`config.mk`:
```
export PLATFORM = sky130hd
export DESIGN_NAME = dmaeds_top
export DESIGN_NICKNAME = d
export VERILOG_FILES = /design/src/rtl/dmaeds_pkg.sv /design/src/rtl/dmaeds_top.sv
export SDC_FILE = /design/constraint.sdc
export NUM_CORES = 1
export LEC_CHECK = 0
export BUFFER_PORTS_ARGS = -buffer_cell sky130_fd_sc_hd__clkbuf_2
export CAP_MARGIN = 20
export CELL_PAD_IN_SITES_DETAIL_PLACEMENT = 0
export CELL_PAD_IN_SITES_GLOBAL_PLACEMENT = 2
export CORE_MARGIN = 8
export CORE_UTILIZATION = 39
export CTS_BUF_LIST = sky130_fd_sc_hd__clkbuf_8
export DETAILED_ROUTE_END_ITERATION = 6
export PLACE_DENSITY_LB_ADDON = 0.1
export SLEW_MARGIN = 30
export SYNTH_ARGS = -nofsm -noshare
export SYNTH_HDL_FRONTEND = slang
export SYNTH_SLANG_ARGS = --single-unit
```
`constraint.sdc`:
```
create_clock -name i_ref_clk -period 7 [get_ports i_ref_clk]
set_clock_uncertainty 0.2 [all_clocks]
set_input_delay 1.4 -clock i_ref_clk [delete_from_list [all_inputs] [get_ports i_ref_clk]]
set_output_delay 1.4 -clock i_ref_clk [all_outputs]
set_load 0.02 [all_outputs]
```
`src/rtl/dmaeds_pkg.sv`:
```
// Package: register map, field layout and types of the DMA error and debug status block
package dmaeds_pkg;

    // ****************************************
    // Register offsets
    // ****************************************
    localparam logic [11:0] DMAEDS_OFS_ACK_DELAY   = 12'h800;
    localparam logic [11:0] DMAEDS_OFS_ERR_ADDR    = 12'h900;
    localparam logic [11:0] DMAEDS_OFS_ERR_CHAN    = 12'h904;
    localparam logic [11:0] DMAEDS_OFS_DBG_ADDR    = 12'h908;
    localparam logic [11:0] DMAEDS_OFS_DBG_REQLEN  = 12'h90c;
    localparam logic [11:0] DMAEDS_OFS_DBG_STATE   = 12'h910;
    localparam logic [11:0] DMAEDS_OFS_DBG_SRC     = 12'h914;
    localparam logic [11:0] DMAEDS_OFS_DBG_TRG     = 12'h918;
    localparam logic [11:0] DMAEDS_OFS_DBG_CFG     = 12'h91c;
    localparam logic [11:0] DMAEDS_OFS_DBG_DPATH   = 12'h920;
    localparam logic [11:0] DMAEDS_OFS_DBG_MASTER  = 12'h924;
    localparam logic [11:0] DMAEDS_OFS_IRQ_STATUS  = 12'ha00;
    localparam logic [11:0] DMAEDS_OFS_IRQ_MASK    = 12'ha04;

    // ****************************************
    // Widths and reset values
    // ****************************************
    localparam int          DMAEDS_DELAY_W     = 10;
    localparam logic [9:0]  DMAEDS_DELAY_RST   = 10'h00c;
    localparam int          DMAEDS_LEN_W       = 13;
    localparam int          DMAEDS_CHAN_W      = 5;
    localparam int          DMAEDS_IRQ_W       = 2;
    localparam int          DMAEDS_IRQ_ERR     = 0;
    localparam int          DMAEDS_IRQ_ACK     = 1;
    localparam logic [1:0]  DMAEDS_HRESP_ERROR = 2'h1;

    // Transfer type codes
    localparam logic [1:0]  DMAEDS_TT_MEMORY_TO_MEMORY     = 2'h0;
    localparam logic [1:0]  DMAEDS_TT_MEMORY_TO_PERIPHERAL = 2'h1;
    localparam logic [1:0]  DMAEDS_TT_PERIPHERAL_TO_MEMORY = 2'h2;

    // ****************************************
    // Carriers
    // ****************************************
    typedef struct packed {
        logic                     req_valid;
        logic [DMAEDS_LEN_W-1:0]  rest_len;
        logic [DMAEDS_CHAN_W-1:0] chan_num;
        logic [3:0]               chan_state;
        logic [31:0]              src_addr;
        logic [31:0]              trg_addr;
        logic                     chan_en;
        logic                     inc_src;
        logic                     inc_trg;
        logic [DMAEDS_LEN_W-1:0]  ctrl_len;
        logic [1:0]               burst_size;
        logic [1:0]               tran_type;
        logic [1:0]               item_width;
        logic [31:0]              diag_addr;
    } dmaeds_chan_type;

    typedef struct packed {
        logic       mas_read;
        logic       mas_write;
        logic [1:0] size;
        logic [1:0] burst;
        logic [6:0] slice_cnt;
        logic       split_word;
        logic       split_half;
    } dmaeds_dpath_type;

    typedef struct packed {
        logic [2:0] hburst;
        logic [1:0] htrans;
        logic [2:0] hsize;
        logic       hready;
        logic [1:0] hresp;
        logic [31:0] haddr;
    } dmaeds_ahb_type;

    // Maximum burst items for a burst size code
    function automatic logic [4:0] dmaeds_burst_items(input logic [1:0] code);
        logic [4:0] items;
        items = 5'h01;
        unique case (code)
            2'h0: items = 5'h01;
            2'h1: items = 5'h04;
            2'h2: items = 5'h08;
            2'h3: items = 5'h10;
        endcase
        return items;
    endfunction

endpackage

```
`src/rtl/dmaeds_top.sv`:
```
// Top: DMA error capture, debug snapshots and peripheral write acknowledge delay
// How it works
// [RULE1] Each single peripheral write is acknowledged after a programmable delay, reset twelve.
// [RULE2] Error address register holds the failing address, zero after reset.
// [RULE3] Error channel number sits in bits 31:27 of second error register.
// [RULE4] Debug address word is readable, zero after reset.
// [RULE5] Bit 31 of request register shows a valid pending request.
// [RULE6] Bits 30:18 show remaining length of selected channel.
// [RULE7] Bits 4:0 show the channel in service.
// [RULE8] Channel state appears as four bits at 31:28.
// [RULE9] Source address shown as bits 31:2 and 1:0.
// [RULE10] Target address shown as bits 31:2 and 1:0.
// [RULE11] Enable, source and target increment flags mirrored at bits 31, 30, 29.
// [RULE12] Length, burst size, type and width mirrored, width at 11:10.
// [RULE13] Datapath read, write, size, burst, slice count and split flags exposed.
// [RULE14] Bus master burst, trans, size, ready and response exposed.
// [RULE15] Software writes zero to reserved bits and ignores them on reads.
// [RULE16] Type code: 0 memory-memory, 1 memory-peripheral, 2 peripheral-memory.
// [RULE17] Burst size code selects 1, 4, 8 or 16 items.
// [RULE18] Error address and channel load together on bus error, held until next.
// [RULE19] Diagnostic fields follow the channel in service every cycle.
`timescale 1ns/1ps
module dmaeds_top
    import dmaeds_pkg::*;
(
    input  wire logic             i_ref_clk,
    input  wire logic             i_reset_n,
    input  wire logic             i_psel,
    input  wire logic             i_penable,
    input  wire logic             i_pwrite,
    input  wire logic [11:0]      i_paddr,
    input  wire logic [31:0]      i_pwdata,
    output logic      [31:0]      o_prdata,
    output logic                  o_pready,
    output logic                  o_pslverr,
    input  wire dmaeds_chan_type  i_chan,
    input  wire dmaeds_dpath_type i_dpath,
    input  wire dmaeds_ahb_type   i_ahb,
    input  wire logic             i_periph_wr_req,
    output logic                  o_periph_wr_ack,
    output logic                  o_ack_busy,
    output logic [4:0]            o_burst_items,
    output logic                  o_irq
);

    // ****************************************
    // APB decode
    // ****************************************
    logic                         wr_en;
    logic                         rd_en;
    logic                         known;
    logic [DMAEDS_DELAY_W-1:0]    ack_delay_r;
    logic [31:0]                  err_addr_r;
    logic [DMAEDS_CHAN_W-1:0]     err_chan_r;
    logic [DMAEDS_IRQ_W-1:0]      irq_stat_r;
    logic [DMAEDS_IRQ_W-1:0]      irq_mask_r;
    logic [DMAEDS_IRQ_W-1:0]      irq_event;
    logic                         bus_err;
    dmaeds_chan_type              chan_r;
    dmaeds_dpath_type             dpath_r;
    dmaeds_ahb_type               ahb_r;

    function automatic logic is_known(input logic [11:0] a);
        return a == DMAEDS_OFS_ACK_DELAY  || a == DMAEDS_OFS_ERR_ADDR
            || a == DMAEDS_OFS_ERR_CHAN   || a == DMAEDS_OFS_DBG_ADDR
            || a == DMAEDS_OFS_DBG_REQLEN || a == DMAEDS_OFS_DBG_STATE
            || a == DMAEDS_OFS_DBG_SRC    || a == DMAEDS_OFS_DBG_TRG
            || a == DMAEDS_OFS_DBG_CFG    || a == DMAEDS_OFS_DBG_DPATH
            || a == DMAEDS_OFS_DBG_MASTER || a == DMAEDS_OFS_IRQ_STATUS
            || a == DMAEDS_OFS_IRQ_MASK;
    endfunction

    assign known     = is_known(i_paddr);
    assign o_pready  = 1'b1;
    assign o_pslverr = i_psel && i_penable && !known;
    assign wr_en     = i_psel && i_penable && i_pwrite && known;
    assign rd_en     = i_psel && !i_penable && !i_pwrite;

    // ****************************************
    // Acknowledge delay register
    // ****************************************
    always_ff @(posedge i_ref_clk or negedge i_reset_n) begin
        if (!i_reset_n) begin
            ack_delay_r <= DMAEDS_DELAY_RST; // [RULE1]
        end else if (wr_en && i_paddr == DMAEDS_OFS_ACK_DELAY) begin
            ack_delay_r <= i_pwdata[DMAEDS_DELAY_W-1:0];
        end
    end

    // ****************************************
    // Peripheral write acknowledge delay
    // ****************************************
    typedef enum logic [1:0] {ACK_IDLE, ACK_WAIT, ACK_DONE} dmaeds_ack_type;
    dmaeds_ack_type               ack_state_r;
    logic [DMAEDS_DELAY_W-1:0]    ack_cnt_r;

    always_ff @(posedge i_ref_clk or negedge i_reset_n) begin
        if (!i_reset_n) begin
            ack_state_r <= ACK_IDLE;
            ack_cnt_r   <= '0;
        end else begin
            unique case (ack_state_r)
                ACK_IDLE: begin
                    if (i_periph_wr_req) begin
                        ack_cnt_r   <= ack_delay_r; // [RULE1]
                        ack_state_r <= (ack_delay_r == '0) ? ACK_DONE : ACK_WAIT;
                    end
                end
                ACK_WAIT: begin
                    ack_cnt_r <= ack_cnt_r - 1'b1;
                    if (ack_cnt_r == 10'h001) begin
                        ack_state_r <= ACK_DONE; // [RULE1]
                    end
                end
                ACK_DONE: begin
                    ack_state_r <= ACK_IDLE;
                end
            endcase
        end
    end

    assign o_periph_wr_ack = (ack_state_r == ACK_DONE);
    assign o_ack_busy      = (ack_state_r != ACK_IDLE);

    // ****************************************
    // Live snapshots
    // ****************************************
    always_ff @(posedge i_ref_clk or negedge i_reset_n) begin
        if (!i_reset_n) begin
            chan_r  <= '0;
            dpath_r <= '0;
            ahb_r   <= '0;
        end else begin
            chan_r  <= i_chan;  // [RULE19]
            dpath_r <= i_dpath; // [RULE13]
            ahb_r   <= i_ahb;   // [RULE14]
        end
    end

    always_ff @(posedge i_ref_clk or negedge i_reset_n) begin
        if (!i_reset_n) begin
            o_burst_items <= 5'h01;
        end else begin
            o_burst_items <= dmaeds_burst_items(chan_r.burst_size); // [RULE17]
        end
    end

    // ****************************************
    // Error capture
    // ****************************************
    assign bus_err = ahb_r.hresp == DMAEDS_HRESP_ERROR && ahb_r.htrans != 2'h0;

    always_ff @(posedge i_ref_clk or negedge i_reset_n) begin
        if (!i_reset_n) begin
            err_addr_r <= '0;
            err_chan_r <= '0;
        end else if (bus_err) begin
            err_addr_r <= ahb_r.haddr;     // [RULE2] [RULE18]
            err_chan_r <= chan_r.chan_num; // [RULE3] [RULE18]
        end
    end

    // ****************************************
    // Interrupts
    // ****************************************
    always_comb begin
        irq_event                 = '0;
        irq_event[DMAEDS_IRQ_ERR] = bus_err;
        irq_event[DMAEDS_IRQ_ACK] = o_periph_wr_ack;
    end

    always_ff @(posedge i_ref_clk or negedge i_reset_n) begin
        if (!i_reset_n) begin
            irq_stat_r <= '0;
        end else if (wr_en && i_paddr == DMAEDS_OFS_IRQ_STATUS) begin
            irq_stat_r <= (irq_stat_r & ~i_pwdata[DMAEDS_IRQ_W-1:0]) | irq_event;
        end else begin
            irq_stat_r <= irq_stat_r | irq_event;
        end
    end

    always_ff @(posedge i_ref_clk or negedge i_reset_n) begin
        if (!i_reset_n) begin
            irq_mask_r <= '0;
        end else if (wr_en && i_paddr == DMAEDS_OFS_IRQ_MASK) begin
            irq_mask_r <= i_pwdata[DMAEDS_IRQ_W-1:0];
        end
    end

    assign o_irq = |(irq_stat_r & irq_mask_r);

    // ****************************************
    // Read data
    // ****************************************
    always_ff @(posedge i_ref_clk or negedge i_reset_n) begin
        if (!i_reset_n) begin
            o_prdata <= '0;
        end else if (rd_en) begin
            o_prdata <= '0;
            unique case (i_paddr)
                DMAEDS_OFS_ACK_DELAY:  o_prdata[9:0]   <= ack_delay_r;
                DMAEDS_OFS_ERR_ADDR:   o_prdata        <= err_addr_r;     // [RULE2]
                DMAEDS_OFS_ERR_CHAN:   o_prdata[31:27] <= err_chan_r;     // [RULE3]
                DMAEDS_OFS_DBG_ADDR:   o_prdata        <= chan_r.diag_addr; // [RULE4]
                DMAEDS_OFS_DBG_REQLEN: begin
                    o_prdata[31]    <= chan_r.req_valid; // [RULE5]
                    o_prdata[30:18] <= chan_r.rest_len;  // [RULE6]
                    o_prdata[4:0]   <= chan_r.chan_num;  // [RULE7]
                end
                DMAEDS_OFS_DBG_STATE:  o_prdata[31:28] <= chan_r.chan_state; // [RULE8]
                DMAEDS_OFS_DBG_SRC:    o_prdata        <= chan_r.src_addr;   // [RULE9]
                DMAEDS_OFS_DBG_TRG:    o_prdata        <= chan_r.trg_addr;   // [RULE10]
                DMAEDS_OFS_DBG_CFG: begin
                    o_prdata[31]    <= chan_r.chan_en;    // [RULE11]
                    o_prdata[30]    <= chan_r.inc_src;    // [RULE11]
                    o_prdata[29]    <= chan_r.inc_trg;    // [RULE11]
                    o_prdata[28:16] <= chan_r.ctrl_len;   // [RULE12]
                    o_prdata[15:14] <= chan_r.burst_size; // [RULE12] [RULE17]
                    o_prdata[13:12] <= chan_r.tran_type;  // [RULE12] [RULE16]
                    o_prdata[11:10] <= chan_r.item_width; // [RULE12]
                end
                DMAEDS_OFS_DBG_DPATH: begin
                    o_prdata[31]    <= dpath_r.mas_read;   // [RULE13]
                    o_prdata[30]    <= dpath_r.mas_write;
                    o_prdata[29:28] <= dpath_r.size;
                    o_prdata[27:26] <= dpath_r.burst;
                    o_prdata[25:19] <= dpath_r.slice_cnt;
                    o_prdata[18]    <= dpath_r.split_word;
                    o_prdata[17]    <= dpath_r.split_half;
                end
                DMAEDS_OFS_DBG_MASTER: begin
                    o_prdata[31:29] <= ahb_r.hburst; // [RULE14]
                    o_prdata[28:27] <= ahb_r.htrans;
                    o_prdata[26:24] <= ahb_r.hsize;
                    o_prdata[23]    <= ahb_r.hready;
                    o_prdata[22]    <= ahb_r.hresp[0];
                end
                DMAEDS_OFS_IRQ_STATUS: o_prdata[DMAEDS_IRQ_W-1:0] <= irq_stat_r;
                DMAEDS_OFS_IRQ_MASK:   o_prdata[DMAEDS_IRQ_W-1:0] <= irq_mask_r;
                default:               o_prdata <= '0;
            endcase
        end
    end
endmodule

```
# Word level (Yosys, flattened, before mapping)
# Cells that the tools add are included.
# word_totals
register_bits	299
inputBits	249
word_cells	115
# op_classes
n_addsub	1
eq_ne	22
n_mux	17
bitwise_logic	5
reduce_logical	34
# ops
op	count
equality test 12 bit, second input constant	13
one-hot mux 4 bit (10 select lines)	1
one-hot mux 5 bit (8 select lines)	1
one-hot mux 7 bit (5 select lines)	1
one-hot mux 4 bit (7 select lines)	1
one-hot mux 5 bit (5 select lines)	1
one-hot mux 10 bit (2 select lines)	1
one-hot mux 5 bit (4 select lines)	1
one-hot mux 3 bit (6 select lines)	1
one-hot mux 2 bit (8 select lines)	1
logical OR 1 bit	12
equality test 10 x 1 -> 1 bit, second input constant	1
logical AND 1 bit	10
logical NOT 10 bit	1
two-way mux 10 bit	1
subtractor 10 x 1 -> 10 bit, second input constant	1
one-hot mux 1 bit (9 select lines)	1
two-way mux 2 bit	4
equality test 2 x 1 -> 1 bit, second input constant	3
equality test 2 bit, second input constant	3
one-hot mux 1 bit (6 select lines)	1
one-hot mux 2 bit (3 select lines)	1
nonzero test 2 bit	3
bitwise AND 2 bit	2
7 further kinds	13

# Depth between registers and ports, before layout
# logic_depth
depth_word	16
ltp_mapped	8
depth_no_buf	7

# Worst setup path before layout
# Ideal clock, no wire load.
# synth_path
path_kind	input -> output
from	input port i_paddr[2]
to	output port o_pslverr
arrival_time_ps	2912
path_slack_ps	2488
cell_stages	7
path_buffers	2
cell_sequence	buf_2 -> buf_1 -> nor2_1 -> nor2_1 -> a21oi_1 -> o211ai_1 -> nor3_1
# synth_via
elab_chain_cells	15
word_cells_on_any_way	27
cone_classes	eq/ne: 13; reduce/logical: 14
# synth_rtl
element	line_no	text
start: declaration	dmaeds_top.sv:31	input wire logic [11:0] i_paddr,
equality test 12 bit	dmaeds_top.sv:64	return a == DMAEDS_OFS_ACK_DELAY || a == DMAEDS_OFS_ERR_ADDR
logical OR 1 bit	dmaeds_top.sv:64	
logical OR 1 bit (2 in series)	dmaeds_top.sv:65	|| a == DMAEDS_OFS_ERR_CHAN || a == DMAEDS_OFS_DBG_ADDR
logical OR 1 bit (2 in series)	dmaeds_top.sv:66	|| a == DMAEDS_OFS_DBG_REQLEN || a == DMAEDS_OFS_DBG_STATE
logical OR 1 bit (2 in series)	dmaeds_top.sv:67	|| a == DMAEDS_OFS_DBG_SRC || a == DMAEDS_OFS_DBG_TRG
logical OR 1 bit (2 in series)	dmaeds_top.sv:68	|| a == DMAEDS_OFS_DBG_CFG || a == DMAEDS_OFS_DBG_DPATH
logical OR 1 bit (2 in series)	dmaeds_top.sv:69	|| a == DMAEDS_OFS_DBG_MASTER || a == DMAEDS_OFS_IRQ_STATUS
logical OR 1 bit *	dmaeds_top.sv:70	|| a == DMAEDS_OFS_IRQ_MASK;
logical NOT 1 bit *	dmaeds_top.sv:75	assign o_pslverr = i_psel && i_penable && !known;
logical AND 1 bit *	dmaeds_top.sv:75	
end: declaration	dmaeds_top.sv:35	output logic o_pslverr,
# Mark *: on every way between the ends. The rest lies on a longest branch, timed or not.

# Worst setup path in the final report
# Same ends and word-level chain as after synthesis.

==> results.md <==
- # nets final: 1336
- CTS Buf Count: between 50 and 60
- Post-synth EDFFs: 0
- Cell Rows: 61
- Switch Pwr: approximately 0.00096 W
- Hold path cells: 1
- Async SR Flop Fraction: 100%
- DIE WIDTH: between 150 and 200 µm
- Ratio of total power to cell area: roughly 280 nW/µm²
- Die area: 33700 µm²
- Worst EP required: 5.40 ns
- Placed cell areas: about 13000 µm²
- CTS tree: yes
- Unique masters post-synth: 65
- Largest net degree at the start of global routing: roughly 110
- Final setup violation count: 0
- Reg-to-Reg Start: ack_state_r[1]
- Initial antenna violation count: 5
- Hold Slack: roughly 0.27 ns
- Worst setup SP type: input port
- Setup Fix Bufs, Post-CTS: 0
- Final HPWL DP: 23.6 mm
- Fin crit period: 5.22 ns
- PostCTS Resize Cnt: 0
- Max Freq: 0.191 GHz
- R2r setup slk: about 4.6 ns
- First-pass GRT wire length: between 50 and 60 mm
- Synthesized cell area: approximately 11000 µm²
- CTS Hold Bufs: 0
- Wire per inst: 22.2 µm
- Setup TNS: 0 ns
- Fillers: 2527
- Clock power frac: 39.1%
- Vias post-DR: 7659
- Via density per instance: 5.13
- Fraction of layout cells with a size suffix above 1: 38.4%
- # clock sinks: 298
- Syn_nets: 1046
- RSZ-0062 raised after global routing: no
- Post-DRT Antenna Nets: 0
- Number of synthesized register bits: 298
- Syn. warnings: 0
- Count of maximum capacitance violations: 0
- Post-route clock period utilization: 74.6%
- Clk_lat worst skew: about 0.57 ns
- Vias in the first global route: between 8000 and 9000
- Layout overhead on the synthesized area: 25.6%
- Worst-Margin Slew: 0.928 ns
- Root Buffer: clkbuf_8
- DRC: 0
- Int Pwr: 0.00283 W
- Synthesized area per cell: 13.9 µm²
- CP endpoint kind: output port
- Capture point of the worst path: o_pslverr
- Switching part of the total power: 25.4%
- Setup slack at placement: 1.85 ns
- Worst Path Max Fanout: 23
- Fin. max-slew vios: 0
- Pre-antenna DRT Iters: 6
- R2r endpoint: ack_cnt_r[4]
- Main synth FF type: dfrtp_1
- H-tree depth: 2
- Status: finished, final reports clean
- WL final: 33.1 mm
- WS Path Type: input port to output port
- Combinational Power Share: 10.1%
- Worst VDD drop: 0.000129 V
- Clock slew at reported path FFs: 0.06 ns
- Arr. time, crit path: 3.62 ns
- Core area: 27700 µm²
- Syn Inst Count: roughly 790
- Total leakage power: 6.46 nW
- Critical Path Start: i_paddr[2]
- Iteration-0 DRC Markers: 486
- Reg power frac: ~51%
- Total global-route track usage: 19.7%
- Die height: 184 µm
- Maximum root-to-sink buffer count: 3
- Final Hold Vio Count: 0
- Reg2Reg Depth: 6
- Fin area: 13800 µm²
- I/O Pins: 291
- Path type of the worst min-delay path: flip-flop to flip-flop
- Number of port buffers: 266
- Setup WS post-layout: 1.78 ns
- Initial cell density of the core: 39.6%
- Grt total ovfl: 0
- GPL Wtd Cong: ~0.8
- Post-synthesis sequential area ratio: between 60% and 70%
- Relative slew slack: 38.0%
## area by class of cell
class	instances	area (µm²)	area share [%]
diodes	1	2.50	0.0182
clock buffers	63	867	6.29
inverters	9	33.8	0.245
well taps	378	473	3.43
clock inverters	21	105	0.763
multi-input cells	437	3310	24.1
flip-flops and latches	298	7460	54.2
repair buffers	285	1520	11.0
## through the flow
| stage | total power (W) | std cells | util (%) |
|---|---|---|---|
| CTS | 0.00385 | 1491 | 49.7 |
| global placement | 0.00234 | 1405 | 46.1 |
| finish | 0.00380 | 1492 | 49.7 |
| global route | 0.00400 | 1491 | 49.7 |
| detailed placement | 0.00235 | 1407 | 46.2 |
| floorplan | 0.00215 | 792 | - |
## worst min path at each step
stage               startpoint          endpoint  slack (ns)
floorplan           chan_r[36]  o_burst_items[0]        0.21
detailed placement  chan_r[36]  o_burst_items[0]        0.25
global route         ahb_r[11]    err_addr_r[11]        0.29
global placement    chan_r[36]  o_burst_items[0]        0.25
CTS                  ahb_r[20]    err_addr_r[20]        0.27
finish              chan_r[36]  o_burst_items[0]        0.27
## worst max-delay path, stage by stage
cell,delay [ns]
clkbuf_2,0.45
or4b_1,0.68
o22ai_1,0.20
nor4b_1,0.46
nor3_1,0.22
clkbuf_2,0.20
## synthesized netlist by cell type (all sizes together) (10+ instances only)
cell | number | area, µm²
dfrtp | 295 | 7380
mux2 | 61 | 687
nand2 | 45 | 169
a22oi | 37 | 278
o21ai | 34 | 170
clkbuf | 27 | 103
a21oi | 24 | 120
mux2i | 24 | 240
buf | 21 | 109
nor2 | 20 | 75.1
nand3 | 18 | 90.1
o22ai | 15 | 93.8
nor3 | 13 | 75.1
o2bb2ai | 12 | 105
a222oi | 11 | 110
a22o | 11 | 96.3
a221oi | 10 | 87.6
## routing by layer
metal | global-route usage (%) | wire length (µm)
met3 | 6.07 | 2430
met2 | 31.1 | 15300
met5 | 0 | 63
met4 | 5.74 | 794
met1 | 25.8 | 14600
## power groups by stage
| stage | Combinational (W) | Sequential, W | Clock, W |
|---|---|---|---|
| 6_report | 0.000383 | 0.00193 | 0.00149 |
| 5_1_grt | 0.000430 | 0.00194 | 0.00162 |
| 4_1_cts | 0.000391 | 0.00193 | 0.00154 |
| 3_5_place_dp | 0.000390 | 0.00196 | 0 |
| 3_3_place_gp | 0.000383 | 0.00195 | 0 |
| 2_1_floorplan | 0.000216 | 0.00194 | 0 |
## cell families after synthesis
| family | Yosys count | synth area share (%) |
|---|---|---|
| other | 2 | 0.0685 |
| flip-flops | 298 | 68.0 |
| buffers and inverters | 57 | 2.24 |
| AO/OA/AOI/OAI | 189 | 12.2 |
| AND/OR/NAND/NOR | 153 | 7.97 |
| XOR/XNOR | 1 | 0.0799 |
| multiplexers | 87 | 8.86 |
| adder cells (fa/ha/maj) | 5 | 0.570 |
## flip-flops by register name, indices dropped and copies added, names as in the netlist
name	flops
chan_r	141
ahb_r	43
err_addr_r	32
o_prdata	32
dpath_r	15
ack_cnt_r	10
ack_delay_r	10
err_chan_r	5
o_burst_items	4
ack_state_r	2
irq_mask_r	2
irq_stat_r	2
## layout by cell type, fill, tap and decap left out, drive strengths merged, types with 3 or more instances in the layout
master and instances:
a2111oi 5, a211oi 5, a21o 8, a21oi 24, a221oi 10, a222oi 11
a22o 11, a22oi 37, a31oi 3, and3 9, buf 20, clkbuf 328
clkinv 5, dfrtp 295, dfstp 3, ha 5, inv 24, mux2 61
mux2i 24, nand2 45, nand2b 3, nand3 18, nor2 20, nor2b 6
nor3 13, nor3b 4, nor4 8, nor4b 5, o211ai 3, o21ai 34
o22ai 15, o2bb2ai 12, o31ai 3, or4 4, or4b 3
Note: power is estimated with default switching activity, not from simulation.
